<file path="src/core/idp_pkg.sv">
// constants, types and reset state for the ieee 488 device port
//------------------------------------------------------------
//------------------------------------------------------------
package idp_pkg;
	// timing
	localparam int CLK_MHZ = 40;
	localparam int SETTLE_NS = 2000;
	localparam int SETTLE_CYC = (SETTLE_NS * CLK_MHZ + 999) / 1000;
	localparam int CNT_W = $clog2(SETTLE_CYC);
	localparam logic [CNT_W-1:0] SETTLE_LAST = CNT_W'(SETTLE_CYC - 1);
	// address settings
	localparam logic [5:0] ADDR_DEFAULT = 6'h0D;
	localparam logic [5:0] ADDR_MAX = 6'h1E;
	localparam logic [5:0] ADDR_LISTEN_ONLY = 6'h28;
	localparam logic [5:0] ADDR_TALK_ONLY = 6'h32;
	// command groups in bits 6:5 of a byte sent under attention
	localparam logic [1:0] GRP_LAG = 2'h1;
	localparam logic [1:0] GRP_TAG = 2'h2;
	localparam logic [1:0] GRP_SEC = 2'h3;
	localparam logic [6:0] CMD_GTL = 7'h01;
	localparam logic [6:0] CMD_SDC = 7'h04;
	localparam logic [6:0] CMD_PPC = 7'h05;
	localparam logic [6:0] CMD_GET = 7'h08;
	localparam logic [6:0] CMD_LLO = 7'h11;
	localparam logic [6:0] CMD_DCL = 7'h14;
	localparam logic [6:0] CMD_PPU = 7'h15;
	localparam logic [6:0] CMD_SPE = 7'h18;
	localparam logic [6:0] CMD_SPD = 7'h19;
	localparam logic [6:0] CMD_UNL = 7'h3F;
	localparam int PPE_SENSE_BIT = 3;
	localparam int PPE_OFF_BIT = 4;
	// status byte layout
	localparam int STB_DONE_BIT = 0;
	localparam int STB_ESB_BIT = 5;
	localparam int STB_RQS_BIT = 6;
	localparam logic [7:0] ESR_RESET = 8'h80;
	// bus lines, 1 = asserted (pins are low true)
	typedef struct packed {
		logic atn;
		logic eoi;
		logic ifc;
		logic ren;
		logic dav;
		logic nrfd;
		logic ndac;
		logic [7:0] dio;
	} idp_lines_t;
	typedef enum logic [1:0] {AH_IDLE, AH_READY, AH_ACCEPT} idp_ah_t;
	typedef enum logic [1:0] {SH_IDLE, SH_SETTLE, SH_DAV} idp_sh_t;
	typedef struct packed {
		idp_ah_t ah;
		idp_sh_t sh;
		logic [CNT_W-1:0] cnt;
		logic [5:0] addr;
		logic lad;
		logic tad;
		logic spe;
		logic ppc;
		logic pp_en;
		logic pp_sense;
		logic [2:0] pp_line;
		logic remote;
		logic lockout;
		logic done;
		logic rqs;
		logic svc_q;
		logic [7:0] esr;
		logic [7:0] sre;
		logic [7:0] ese;
		logic [7:0] tx_byte;
		logic tx_eoi;
		logic tx_stb;
		logic [7:0] rx_data;
		logic rx_eoi;
		logic rx_valid;
		logic devclr;
		logic trig;
	} idp_state_t;
	localparam idp_state_t ST_RESET = '{ah: AH_IDLE, sh: SH_IDLE, addr: ADDR_DEFAULT, esr: ESR_RESET, default: '0};
endpackage

</file>
<file path="src/core/idp_device_port.sv">
// ieee 488 instrument-side bus port: handshakes, addressing, remote/local, polls
`timescale 1ns/1ps
module idp_device_port import idp_pkg::*; (
	// clock and reset
	input wire logic REF_CLK,
	input wire logic SYS_RST,
	// bus data lines, low true, open drain
	input wire logic [7:0] DIO_N_I,
	output logic [7:0] DIO_N_O,
	output logic [7:0] DIO_N_OE,
	// bus management and handshake lines
	input wire logic ATN_N_I,
	input wire logic IFC_N_I,
	input wire logic REN_N_I,
	input wire logic EOI_N_I,
	output logic EOI_N_O,
	output logic EOI_N_OE,
	input wire logic DAV_N_I,
	output logic DAV_N_O,
	output logic DAV_N_OE,
	input wire logic NRFD_N_I,
	output logic NRFD_N_O,
	output logic NRFD_N_OE,
	input wire logic NDAC_N_I,
	output logic NDAC_N_O,
	output logic NDAC_N_OE,
	output logic SRQ_N_O,
	output logic SRQ_N_OE,
	// address setting
	input wire logic [5:0] ADDR_SEL,
	input wire logic ADDR_SAVE,
	// talker data
	input wire logic [7:0] TX_DATA,
	input wire logic TX_EOI,
	input wire logic TX_VALID,
	output logic TX_READY,
	// listener data
	output logic [7:0] RX_DATA,
	output logic RX_EOI,
	output logic RX_VALID,
	// status
	input wire logic OP_DONE,
	input wire logic STB_CLEAR,
	input wire logic [7:0] ESR_SET,
	input wire logic ESR_CLEAR,
	input wire logic SRE_LOAD,
	input wire logic [7:0] SRE_VALUE,
	input wire logic ESE_LOAD,
	input wire logic [7:0] ESE_VALUE,
	output logic [7:0] ESR,
	output logic [7:0] STB,
	// instrument control
	input wire logic LOCAL_KEY,
	output logic REMOTE,
	output logic LOCKOUT,
	output logic DEV_CLEAR,
	output logic TRIGGER,
	output logic TALK_ACT,
	output logic LISTEN_ACT
);
	idp_lines_t pins_raw, sync1_r, bus;
	idp_state_t st_r, st_nxt;
	logic [6:0] cmd;
	logic lon, ton, talk_act, listen_act, ah_act, take_cmd, ppoll, esb, svc, tx_ready;
	logic [7:0] stb_core, stb_byte, pp_drive;

	// own address with a listen or talk command in bits 6:5
	function automatic logic addr_hit(input logic [6:0] c, input logic [1:0] g, input logic [5:0] a);
		return c[6:5] == g && {1'b0, c[4:0]} == a && a <= ADDR_MAX;
	endfunction

	//------------------------------------------------------------
	// pin synchroniser
	//------------------------------------------------------------
	// invert the low true pins so that 1 means asserted inside
	assign pins_raw = {~ATN_N_I, ~EOI_N_I, ~IFC_N_I, ~REN_N_I, ~DAV_N_I, ~NRFD_N_I, ~NDAC_N_I, ~DIO_N_I};

	// two stages; only bus is read by the logic
	always_ff @(posedge REF_CLK) begin
		if (SYS_RST) begin
			sync1_r <= '0;
			bus <= '0;
		end else begin
			sync1_r <= pins_raw;
			bus <= sync1_r;
		end
	end

	//------------------------------------------------------------
	// decode helpers
	//------------------------------------------------------------
	assign cmd = bus.dio[6:0];
	assign lon = st_r.addr == ADDR_LISTEN_ONLY;
	assign ton = st_r.addr == ADDR_TALK_ONLY;
	assign talk_act = (st_r.tad | ton) & ~bus.atn;
	assign listen_act = st_r.lad | lon;
	// the acceptor joins every byte under attention and data when listening
	assign ah_act = bus.atn | listen_act;
	assign take_cmd = st_r.ah == AH_READY && ah_act && bus.dav && bus.atn;
	assign ppoll = bus.atn & bus.eoi;
	assign esb = |(st_r.esr & st_r.ese);
	assign stb_core = (8'(st_r.done) << STB_DONE_BIT) | (8'(esb) << STB_ESB_BIT);
	assign stb_byte = stb_core | (8'(st_r.rqs) << STB_RQS_BIT);
	assign svc = |(stb_core & st_r.sre);
	// serial poll has priority over user data while talking
	assign tx_ready = talk_act && !st_r.spe && st_r.sh == SH_IDLE;
	// poll bit follows the same completion flag as the status byte
	assign pp_drive = (ppoll && st_r.pp_en && st_r.done == st_r.pp_sense) ? 8'h01 << st_r.pp_line : 8'h00;

	//------------------------------------------------------------
	// next state
	//------------------------------------------------------------
	always_comb begin
		st_nxt = st_r;
		st_nxt.rx_valid = 1'b0;
		st_nxt.devclr = 1'b0;
		st_nxt.trig = 1'b0;
		// invalid settings are dropped so the address stays usable
		if (ADDR_SAVE && (ADDR_SEL <= ADDR_MAX || ADDR_SEL == ADDR_LISTEN_ONLY || ADDR_SEL == ADDR_TALK_ONLY)) begin
			st_nxt.addr = ADDR_SEL;
		end
		// acceptor handshake
		case (st_r.ah)
			AH_IDLE: begin
				if (ah_act) begin
					st_nxt.ah = AH_READY;
				end
			end
			AH_READY: begin
				if (!ah_act) begin
					st_nxt.ah = AH_IDLE;
				end else if (bus.dav) begin
					st_nxt.ah = AH_ACCEPT;
					if (bus.atn) begin
						if (cmd[6:5] != GRP_SEC) begin
							st_nxt.ppc = 1'b0;
						end
						if (addr_hit(cmd, GRP_LAG, st_r.addr)) begin
							st_nxt.lad = 1'b1;
							st_nxt.tad = 1'b0;
							st_nxt.remote = st_r.remote | bus.ren;
						end else if (cmd == CMD_UNL) begin
							st_nxt.lad = 1'b0;
						end
						// other talk addresses and untalk all drop the talker
						if (addr_hit(cmd, GRP_TAG, st_r.addr)) begin
							st_nxt.tad = 1'b1;
							st_nxt.lad = 1'b0;
						end else if (cmd[6:5] == GRP_TAG) begin
							st_nxt.tad = 1'b0;
						end
						if (cmd[6:5] == GRP_SEC && st_r.ppc && st_r.lad) begin
							st_nxt.pp_en = ~cmd[PPE_OFF_BIT];
							st_nxt.pp_sense = cmd[PPE_SENSE_BIT];
							st_nxt.pp_line = cmd[2:0];
						end
						case (cmd)
							CMD_GTL: begin
								if (st_r.lad) begin
									st_nxt.remote = 1'b0;
									st_nxt.lockout = 1'b0;
								end
							end
							CMD_SDC: st_nxt.devclr = st_r.lad;
							CMD_DCL: st_nxt.devclr = 1'b1;
							CMD_PPC: st_nxt.ppc = st_r.lad;
							CMD_GET: st_nxt.trig = st_r.lad;
							CMD_LLO: begin
								st_nxt.lockout = 1'b1;
								st_nxt.remote = 1'b1;
							end
							CMD_PPU: st_nxt.pp_en = 1'b0;
							CMD_SPE: st_nxt.spe = 1'b1;
							CMD_SPD: st_nxt.spe = 1'b0;
							default: ;
						endcase
					end else begin
						st_nxt.rx_data = bus.dio;
						st_nxt.rx_eoi = bus.eoi;
						st_nxt.rx_valid = 1'b1;
					end
				end
			end
			AH_ACCEPT: begin
				if (!bus.dav) begin
					st_nxt.ah = ah_act ? AH_READY : AH_IDLE;
				end
			end
			default: st_nxt.ah = AH_IDLE;
		endcase
		// source handshake; data settles before dav is asserted
		case (st_r.sh)
			SH_IDLE: begin
				if (talk_act && st_r.spe) begin
					st_nxt.tx_byte = stb_byte;
					st_nxt.tx_eoi = 1'b0;
					st_nxt.tx_stb = 1'b1;
					st_nxt.sh = SH_SETTLE;
					st_nxt.cnt = '0;
				end else if (tx_ready && TX_VALID) begin
					st_nxt.tx_byte = TX_DATA;
					st_nxt.tx_eoi = TX_EOI;
					st_nxt.tx_stb = 1'b0;
					st_nxt.sh = SH_SETTLE;
					st_nxt.cnt = '0;
				end
			end
			SH_SETTLE: begin
				if (st_r.cnt != SETTLE_LAST) begin
					st_nxt.cnt = st_r.cnt + 1'b1;
				end else if (!bus.nrfd) begin
					st_nxt.sh = SH_DAV;
				end
			end
			SH_DAV: begin
				if (!bus.ndac) begin
					st_nxt.sh = SH_IDLE;
				end
			end
			default: st_nxt.sh = SH_IDLE;
		endcase
		// attention or loss of talker role aborts a byte in flight
		if (!talk_act) begin
			st_nxt.sh = SH_IDLE;
		end
		// status; a setting event wins over a clear in the same cycle
		if (STB_CLEAR) begin
			st_nxt.done = 1'b0;
		end
		if (OP_DONE) begin
			st_nxt.done = 1'b1;
		end
		st_nxt.esr = (ESR_CLEAR ? 8'h00 : st_r.esr) | ESR_SET;
		if (SRE_LOAD) begin
			st_nxt.sre = SRE_VALUE;
		end
		if (ESE_LOAD) begin
			st_nxt.ese = ESE_VALUE;
		end
		// request service on a new cause; a polled status byte withdraws it
		st_nxt.svc_q = svc;
		if (!svc) begin
			st_nxt.rqs = 1'b0;
		end else if (!st_r.svc_q) begin
			st_nxt.rqs = 1'b1;
		end else if (st_r.sh == SH_DAV && !bus.ndac && st_r.tx_stb) begin
			st_nxt.rqs = 1'b0;
		end
		// clears, in rising priority
		if (st_nxt.devclr) begin
			st_nxt.spe = 1'b0;
			st_nxt.ppc = 1'b0;
			st_nxt.sh = SH_IDLE;
		end
		if (bus.ifc) begin
			st_nxt.lad = 1'b0;
			st_nxt.tad = 1'b0;
			st_nxt.spe = 1'b0;
			st_nxt.ppc = 1'b0;
			st_nxt.sh = SH_IDLE;
		end
		if (LOCAL_KEY && !st_r.lockout) begin
			st_nxt.remote = 1'b0;
		end
		if (!bus.ren) begin
			st_nxt.remote = 1'b0;
			st_nxt.lockout = 1'b0;
		end
	end

	// power-on state: local, unaddressed, masks clear, no poll line
	always_ff @(posedge REF_CLK) begin
		if (SYS_RST) begin
			st_r <= ST_RESET;
		end else begin
			st_r <= st_nxt;
		end
	end

	//------------------------------------------------------------
	// outputs
	//------------------------------------------------------------
	// open drain: the level is always low, only enables vary
	assign DIO_N_O = 8'h00;
	assign EOI_N_O = 1'b0;
	assign DAV_N_O = 1'b0;
	assign NRFD_N_O = 1'b0;
	assign NDAC_N_O = 1'b0;
	assign SRQ_N_O = 1'b0;
	assign DIO_N_OE = (st_r.sh != SH_IDLE ? st_r.tx_byte : 8'h00) | pp_drive;
	assign EOI_N_OE = st_r.sh != SH_IDLE && st_r.tx_eoi;
	assign DAV_N_OE = st_r.sh == SH_DAV;
	assign NRFD_N_OE = st_r.ah == AH_ACCEPT;
	assign NDAC_N_OE = st_r.ah == AH_READY;
	assign SRQ_N_OE = st_r.rqs;
	assign TX_READY = tx_ready;
	assign RX_DATA = st_r.rx_data;
	assign RX_EOI = st_r.rx_eoi;
	assign RX_VALID = st_r.rx_valid;
	assign ESR = st_r.esr;
	assign STB = stb_byte;
	assign REMOTE = st_r.remote;
	assign LOCKOUT = st_r.lockout;
	assign DEV_CLEAR = st_r.devclr;
	assign TRIGGER = st_r.trig;
	assign TALK_ACT = st_r.tad | ton;
	assign LISTEN_ACT = listen_act;
endmodule

</file>
<file path="config.mk">
export PLATFORM = sky130hd
export DESIGN_NAME = idp_device_port
export DESIGN_NICKNAME = d
export VERILOG_FILES = /design/src/core/idp_pkg.sv /design/src/core/idp_device_port.sv
export SDC_FILE = /design/constraint.sdc
export NUM_CORES = 1
export LEC_CHECK = 0
export ABC_AREA = 1
export BUFFER_PORTS_ARGS = -buffer_cell sky130_fd_sc_hd__buf_2
export CAP_MARGIN = 20
export CORE_AREA = 3 3 119 121
export DETAILED_ROUTE_END_ITERATION = 6
export DIE_AREA = 0 0 122 124
export GPL_TIMING_DRIVEN = 0
export PLACE_DENSITY = 0.57
export SETUP_SLACK_MARGIN = 0.4
export SYNTH_ARGS = -nofsm -noshare
export SYNTH_HDL_FRONTEND = slang
export SYNTH_SLANG_ARGS = --single-unit
</file>
<file path="constraint.sdc">
create_clock -name REF_CLK -period 1.5 [get_ports REF_CLK]
set_input_delay 0.3 -clock REF_CLK [delete_from_list [all_inputs] [get_ports REF_CLK]]
set_output_delay 0.3 -clock REF_CLK [all_outputs]
set_load 0.01 [all_outputs]
</file>
==> impl_metrics.json, run 1 <==
{
  "place_inst": 934,
  "hold_class": "input port to flop",
  "ys_types": 38,
  "cts_sinks": 101,
  "ir_drop_uv": 488,
  "power_mw": 5.65,
  "routed_via_density": 4.67,
  "drc": 0,
  "ff_latch_area_um2": 2130,
  "track_usage_pct": 18.0,
  "die-area_um2": 15100,
  "chipWidth_um": 122,
  "initial_core_util_pct": 34.9,
  "synth-edff-count": 0,
  "yosysSeqAreaShare_pct": 43.9,
  "end_kind": "output port",
  "path_clk_slew_ps": 70,
  "ant_nets": 0,
  "cts_tree": "yes",
  "required_ps": 1200,
  "period_minus_slack_ps": 1720,
  "startpoint_type": "flop",
  "fin_crit_sh_pct": 114,
  "rr_startpoint": "st_r[61]",
  "path_buf_inv": 1,
  "dp_worst_setup_slack_ps": 37.9,
  "yosys-top-cells-area": "dfxtp_1, nand2_1, nor2_1, inv_1, buf_4",
  "synth_cells": 644,
  "holdWs_ps": 89.2,
  "slowest_delay_ps": 360,
  "avgRoutedWirePerCell_um": 13.3,
  "cp-startpoint": "st_r[48]",
  "portBuffers": 97,
  "routabilityCongestion": 0.892,
  "multiInputGateArea_um2": 2600,
  "wl_um": 13600,
  "cts_inserted_buffers": 9,
  "synth_ff_type": "dfxtp_1",
  "pin_count": 123,
  "grt_max_degree": 15,
  "synth-seq-cells": 101,
  "max_clock_freq_mhz": 583,
  "rsz0062_at_grt": "yes",
  "die_h_um": 124,
  "grt_pass1_vias": 4620,
  "leakage_nw": 3.33,
  "final_nets": 902,
  "critPathArrivalTime_ps": 1420,
  "setup_ws_ps": -216,
  "status": "complete, but fails checks",
  "fp.coreArea_um2": 13200,
  "n_fill_cell": 1191,
  "path_cells": "xnor2_4, nand2_4, o32ai_4, buf_2",
  "critical_path_class": "flop to output port",
  "relSlewSlack_pct": 45.5,
  "num_rows": 42,
  "mappedNetlistArea_um2": 4600,
  "drive_gt1_share_pct": 50.2,
  "violations": "setup timing",
  "overflow": 0,
  "critPathSlowestCell": "dfxtp_4",
  "async_flop_share_pct": 0,
  "finalHoldViolCount": 0,
  "dr.pass1.iters": 4,
  "avgSynthCellArea_um2": 7.15,
  "cts_htree_levels": 3,
  "drv_slew": 0,
  "clk_path_buf_depth": 2,
  "drt_iter0_drc": 197,
  "synth_warnings": 0,
  "synth_top_area_cell": "dfxtp_1",
  "setup_viol": 25,
  "final_cells": 1017,
  "antenna_found_initial": 0,
  "synth_top_area_share_pct": 43.9,
  "critical_path_peak_fanout": 8,
  "ctsHoldBuffers": 0,
  "clock_latency_ps": 350,
  "root_buffer": "clkbuf_16",
  "insertedDiodeCount": 0,
  "vias": 4754,
  "cp_top_family": "flip-flops",
  "drv_cap": 0,
  "syn_to_final_growth_pct": 60.5,
  "dpl.hpwl_um": 9210,
  "powerDensity_nw_per_um2": 765,
  "worstHoldStart": "NDAC_N_I",
  "worstMarginPinSlew_ps": 817,
  "grt_first_pass_wirelength_um": 21500,
  "fin_skew_ps": 7.61
}
-- worst reg2reg max path: stages, from the launching register on --
cell,delay [ps]
dfxtp_4,360
nor2_2,100
nand4_1,170
buf_4,200
buf_6,110
buf_6,100
buf_6,100
buf_6,100
buf_6,110
nand3_4,60
and3_4,190
-- cells by family after synthesis --
group,Yosys count,synth area share (%)
adder cells (fa/ha/maj),1,0.272
AO/OA/AOI/OAI,72,8.48
other,1,0.0815
AND/OR/NAND/NOR,327,31.9
XOR/XNOR,3,0.571
buffers and inverters,139,14.7
flip-flops,101,43.9
-- final timing paths --
| path | to | depth (start not counted) | slack (ps) |
|---|---|---|---|
| setup / recovery | DIO_N_OE[1] | 4 | -220 |
| hold / removal | sync1_r[8] | 2 | 90 |
| setup reg to reg | TRIGGER | 10 | -140 |
| hold reg to reg | bus[1] | 2 | 390 |
-- Yosys cell counts, drive strengths merged (2+ instances only) --
master	number
buf	47
dfxtp	101
inv	87
nor3b	2
or2	2
o31ai	3
clkbuf	5
o32ai	5
o21ai	20
nand4	19
a21oi	42
nand3	37
nand2	138
xor2	2
nor2	118
nor3	7
and2	2
-- report_power, final --
part	switching [mW]	internal [mW]
registers	0.0776	2.76
clock network	0.955	1.16
logic	0.344	0.351
-- sequential cells by signal (all words and copies together), names as in the netlist, 8 cells and up --
name,cells
st_r,48
bus,15
sync1_r,15
ESR,8
RX_DATA,8
-- metal layers --
metal | vias to the layer above | global-route usage [%] | wire (µm)
met5 | - | 0 | 0
met4 | 0 | 7.28 | 269
met3 | 23 | 3.63 | 677
met2 | 140 | 32.2 | 6920
met1 | 2225 | 21.2 | 5700
li1 | 2366 | - | -
-- metrics by stage --
stage                     utilization (%)  TNS [ps]  cell area [µm²]
final                                56.0     -2920             7390
after global routing                 56.0     -4550             7390
after CTS                            53.3     -2520             7030
after detailed placement             42.7         0             5640
after global placement               42.7         0             5640
after floorplan                         -         0             4930
-- final cells by class --
cell class / count / share of cell area [%]
multi-input cells: 423 / 35.2
flip-flops and latches: 101 / 28.8
repair buffers: 163 / 18.5
plain buffers: 52 / 6.18
inverters: 87 / 4.79
clock buffers: 14 / 3.44
well taps: 176 / 2.98
clock inverters: 1 / 0.102
-- cells in the final DEF (no fill, tap or decap), types with 12 or more instances in the layout --
cell type and instances:
nand2_1 102, dfxtp_1 50, inv_2 15, dfxtp_2 34
buf_6 85, buf_4 45, buf_2 75, nand4_1 18
o21ai_0 13, nand2_2 27, a21oi_2 20, dfxtp_4 17
nor2_2 12, conb_1 18, nor2_4 15, a21oi_1 22
nand3_1 19, nor2_1 90, inv_1 67
-- timing repair --
action                                  in CTS  in global routing
gates cloned                                 5                  0
gates resized for setup                    208                 70
endpoints found under the setup margin      82                105
hold endpoints to repair                     0                  0
setup buffers                               47                 16
pin swaps                                   40                 31
Power figures use the tool's default switching activity.
==> inputs of run 2 (changes only) <==
- CORE_AREA: 3 3 119 121 -> 2 2 118 120
- DIE_AREA: 0 0 122 124 -> 0 0 120 122
==> impl_metrics.json, run 2 (synthesis results as in run 1) <==
{
  "drc": 0,
  "portBuffers": 97,
  "chipWidth_um": 120,
  "final_nets": 910,
  "cts_htree_levels": 3,
  "startpoint_type": "flop",
  "period_minus_slack_ps": 1700,
  "max_clock_freq_mhz": 589,
  "num_rows": 43,
  "end_kind": "output port",
  "critical_path_class": "flop to output port",
  "path_cells": "xnor2_4, nand2_4, o32ai_2, buf_2",
  "final_cell_mix": "nand2_1, nor2_1, buf_6",
  "grt_max_degree": 15,
  "setup_viol": 42,
  "fin_crit_sh_pct": 113,
  "rsz0062_at_grt": "yes",
  "path_buf_inv": 1,
  "fp.coreArea_um2": 13500,
  "drv_slew": 0,
  "critical_path_peak_fanout": 8,
  "grt_pass1_vias": 4615,
  "ant_nets": 0,
  "track_usage_pct": 18.3,
  "powerDensity_nw_per_um2": 778,
  "insertedDiodeCount": 0,
  "ir_drop_uv": 499,
  "finalHoldViolCount": 0,
  "violations": "setup timing",
  "setup_ws_ps": -199,
  "avgRoutedWirePerCell_um": 13.1,
  "dr.pass1.iters": 6,
  "layout_commonest_cell": "nand2_1",
  "setup_tns_ps": -4080,
  "worstMarginPinSlew_ps": 694,
  "grt.met1_usage_pct": 21.4,
  "die_h_um": 122,
  "largestRegisters": "st_r x48, bus x15, sync1_r x15",
  "drt_iter0_drc": 208,
  "leakage_nw": 3.41,
  "ff_latch_area_um2": 2110,
  "n_fill_cell": 1197,
  "multiInputGateArea_um2": 2570,
  "place_inst": 938,
  "pin_count": 123,
  "cp_top_family": "flip-flops",
  "dpl.hpwl_um": 9020,
  "largest_register_ffs": 48,
  "critPathSlowestCell": "dfxtp_2",
  "grt_first_pass_wirelength_um": 21200,
  "hold_class": "input port to flop",
  "status": "complete, but fails checks",
  "grt.busiest_layer": "met2",
  "fin_skew_ps": 7.28,
  "root_buffer": "clkbuf_16",
  "cts_inserted_buffers": 9,
  "critPathArrivalTime_ps": 1400,
  "largest_register": "st_r",
  "path_clk_slew_ps": 70,
  "drive_gt1_share_pct": 50.1,
  "clk_path_buf_depth": 2,
  "die-area_um2": 14600,
  "wl_um": 13500,
  "required_ps": 1200,
  "use_met3_pct": 3.84,
  "relSlewSlack_pct": 53.7,
  "ctsHoldBuffers": 0,
  "cts_sinks": 101,
  "overflow": 0,
  "routed_via_density": 4.54,
  "met2_usage_pct": 33.0,
  "drv_cap": 0,
  "final_cells": 1028,
  "vias": 4662,
  "routabilityCongestion": 0.883,
  "dp_worst_setup_slack_ps": 39.5,
  "syn_to_final_growth_pct": 62.3,
  "cts_tree": "yes",
  "holdWs_ps": 89.0,
  "initial_core_util_pct": 34.1,
  "slowest_delay_ps": 350,
  "antenna_found_initial": 0,
  "clock_latency_ps": 350
}
-- run 2: cell types whose count changed in the layout (fill, tap and decap cells not counted), sizes merged --
cell	before	now
nand2	139	138
clkinvlp	1	0
inv	85	86
bufinv	0	1
buf	211	218
-- run 2: layout make-up --
| class | count | area share (%) |
|---|---|---|
| Timing Repair Buffer | 172 | 19.5 |
| Inverter | 87 | 4.71 |
| Buffer | 52 | 6.30 |
| Tap cell | 180 | 3.02 |
| Multi-Input combinational cell | 422 | 34.4 |
| Clock buffer | 12 | 3.30 |
| Clock inverter | 2 | 0.469 |
| Sequential cell | 101 | 28.3 |
-- run 2: timing repair --
action,in CTS,in global routing
resized for setup,177,84
gates cloned,5,0
buffers inserted,51,20
endpoints found under the setup margin,85,88
pin swaps,45,35
-- run 2: power breakdown --
| part | total (mW) | switching, mW | internal [mW] |
|---|---|---|---|
| Sequential | 2.84 | 0.0763 | 2.76 |
| Combinational | 0.690 | 0.343 | 0.347 |
| Clock | 2.28 | 0.960 | 1.32 |
| Total | 5.81 | 1.38 | 4.43 |
-- run 2: per-stage QoR --
step                      total power [mW]  utilization [%]  area [µm²]
after floorplan                       3.19                -        4930
after global placement                3.38             41.8        5640
after detailed placement              3.39             41.8        5640
after CTS                             5.76             52.0        7020
after global routing                  6.02             55.3        7470
final                                 5.81             55.3        7470
-- run 2: worst reg2reg max path: stages, from the launching register on --
cell and delay, ps:
dfxtp_4 360, buf_4 140, buf_6 100, buf_6 100, buf_6 100, buf_6 110, nand4_4 110, nor2_1 70
o21ai_1 120, nand2_2 110, buf_6 140, nor3_2 80
-- run 2: per-layer routing --
metal / up-vias / routed length (µm) / share of wire, %
met2: 111 / 6980 / 52
li1: 2374 / - / -
met1: 2155 / 5610 / 42
met5: - / 0 / 0
met4: 0 / 291 / 2.2
met3: 22 / 608 / 4.5
-- run 2: final timing paths --
check | from | endpoint | slack (ps) | depth (start not counted)
worst max register to register | bus[14] | st_r[57] | -110 | 11
worst min-delay path | EOI_N_I | sync1_r[13] | 90 | 2
worst max-delay path | st_r[54] | DIO_N_OE[7] | -200 | 4
worst min register to register | sync1_r[3] | bus[3] | 400 | 2
==> inputs of run 3 (changes only) <==
- MAX_ROUTING_LAYER: unset -> met4
==> impl_metrics.json, run 3 (synthesis results as in run 1) <==
{
  "status": "complete, but fails checks",
  "violations": "setup timing",
  "rsz0062_at_grt": "yes",
  "required_ps": 1200,
  "largest_register_ffs": 48,
  "place_area_um2": 5640,
  "drt_iter0_drc": 235,
  "cts_sinks": 101,
  "largestRegisters": "st_r x48, bus x15, sync1_r x15",
  "layout_commonest_cell": "nand2_1",
  "drv_cap": 0,
  "path_clk_slew_ps": 70,
  "drc": 0,
  "dr.pass1.iters": 6,
  "cts_inserted_buffers": 9,
  "worstHoldStart": "EOI_N_I",
  "die-area_um2": 14600,
  "critPathArrivalTime_ps": 1400,
  "grt_pass1_vias": 4612,
  "drv_slew": 0,
  "stdcell_area_um2": 7440,
  "cts_tree": "yes",
  "drive_gt1_share_pct": 49.4,
  "final_cell_mix": "nand2_1, nor2_1, buf_6",
  "period_minus_slack_ps": 1700,
  "critical_path_peak_fanout": 8,
  "syn_to_final_growth_pct": 61.6,
  "clk_path_buf_depth": 2,
  "dpl.hpwl_um": 9020,
  "portBuffers": 97,
  "num_rows": 43,
  "rr_startpoint": "bus[14]",
  "largest_register": "st_r",
  "hold_path_end": "sync1_r[13]",
  "whs_path_depth": 2,
  "overflow": 0,
  "powerDensity_nw_per_um2": 782,
  "setup_tns_ps": -3910,
  "leakage_nw": 3.40,
  "ant_nets": 0,
  "power_mw": 5.81,
  "ff2ff_setup_slack_ps": -110,
  "hold_class": "input port to flop",
  "grt_first_pass_wirelength_um": 21200,
  "ctsHoldBuffers": 0,
  "final_cells": 1027,
  "clock_latency_ps": 350,
  "relSlewSlack_pct": 62.1,
  "setup_viol": 42,
  "ir_drop_uv": 505,
  "cts_htree_levels": 3,
  "fin_crit_sh_pct": 113,
  "track_usage_pct": 18.9,
  "antenna_found_initial": 0,
  "root_buffer": "clkbuf_16",
  "worstRegToRegCells": 10,
  "max_clock_freq_mhz": 588,
  "place_inst": 938,
  "finalHoldViolCount": 0,
  "avgRoutedWirePerCell_um": 13.3,
  "chipWidth_um": 120,
  "routabilityCongestion": 0.898,
  "fin_skew_ps": 7.19,
  "worstMarginPinSlew_ps": 568,
  "routed_via_density": 4.59,
  "dp_worst_setup_slack_ps": 39.5,
  "pin_count": 123,
  "insertedDiodeCount": 0,
  "final_nets": 909,
  "wl_um": 13600,
  "holdWs_ps": 89.5,
  "end_kind": "output port",
  "rr_endpoint": "st_r[58]",
  "initial_core_util_pct": 34.1,
  "n_fill_cell": 1199,
  "fp.coreArea_um2": 13500,
  "grt_max_degree": 15,
  "critical_path_class": "flop to output port",
  "vias": 4709,
  "die_h_um": 122,
  "fin_util_pct": 55.1,
  "setup_ws_ps": -201,
  "startpoint_type": "flop"
}
run 3: changes by cell type in the layout (fill, tap and decap cells not counted), moves of 2 or more:
cell and delta:
a21oi_1 +5, a21oi_2 -5, buf_6 -3, nand2_1 +3, nand2_2 -3, nor2_2 -3, nor2_4 +3, buf_4 +2
run 3: metal layers:
metal,part of all wire (%),global-route usage (%),vias to the layer above
met3,4.8,3.60,30
met2,52,33.0,115
met4,2.5,6.54,0
li1,-,-,2373
met1,41,21.6,2191
met5,0,-,-
run 3: cell type report:
type / count / area, µm² / share of cell area [%]
clock buffers: 12 / 246 / 3.31
well taps: 180 / 225 / 3.03
clock inverters: 2 / 35.0 / 0.471
inverters: 87 / 352 / 4.73
plain buffers: 52 / 467 / 6.28
flip-flops and latches: 101 / 2110 / 28.4
multi-input cells: 422 / 2560 / 34.4
repair buffers: 171 / 1440 / 19.4
run 3: what timing repair did:
item / 4_1_cts / 5_1_grt
resized for setup: 177 / 76
setup buffers: 51 / 19
pin swaps: 45 / 25
endpoints found under the setup margin: 85 / 89
cloned: 5 / 0
run 3: critical path, stage by stage, from the launching register on:
cell and delay, ps:
dfxtp_4 360, xnor2_4 180, nand2_4 130, o32ai_2 220, buf_2 170
run 3: how the worst max path moves through the flow:
stage / from / end / slack (ps) / cells past startpoint
6_report: st_r[48] / DIO_N_OE[7] / -200 / 4
4_1_cts: st_r[48] / DIO_N_OE[7] / -210 / 4
5_1_grt: st_r[48] / DIO_N_OE[1] / -260 / 4
2_1_floorplan: st_r[54] / DIO_N_OE[1] / 280 / 3
3_3_place_gp: bus[13] / DIO_N_OE[1] / 30 / 5
3_5_place_dp: bus[13] / DIO_N_OE[1] / 40 / 5
run 3: where the power goes:
| part | switching (mW) | total, mW | internal (mW) |
|---|---|---|---|
| logic | 0.343 | 0.687 | 0.344 |
| clock network | 0.963 | 2.28 | 1.32 |
| registers | 0.0780 | 2.84 | 2.77 |
| total | 1.38 | 5.81 | 4.43 |
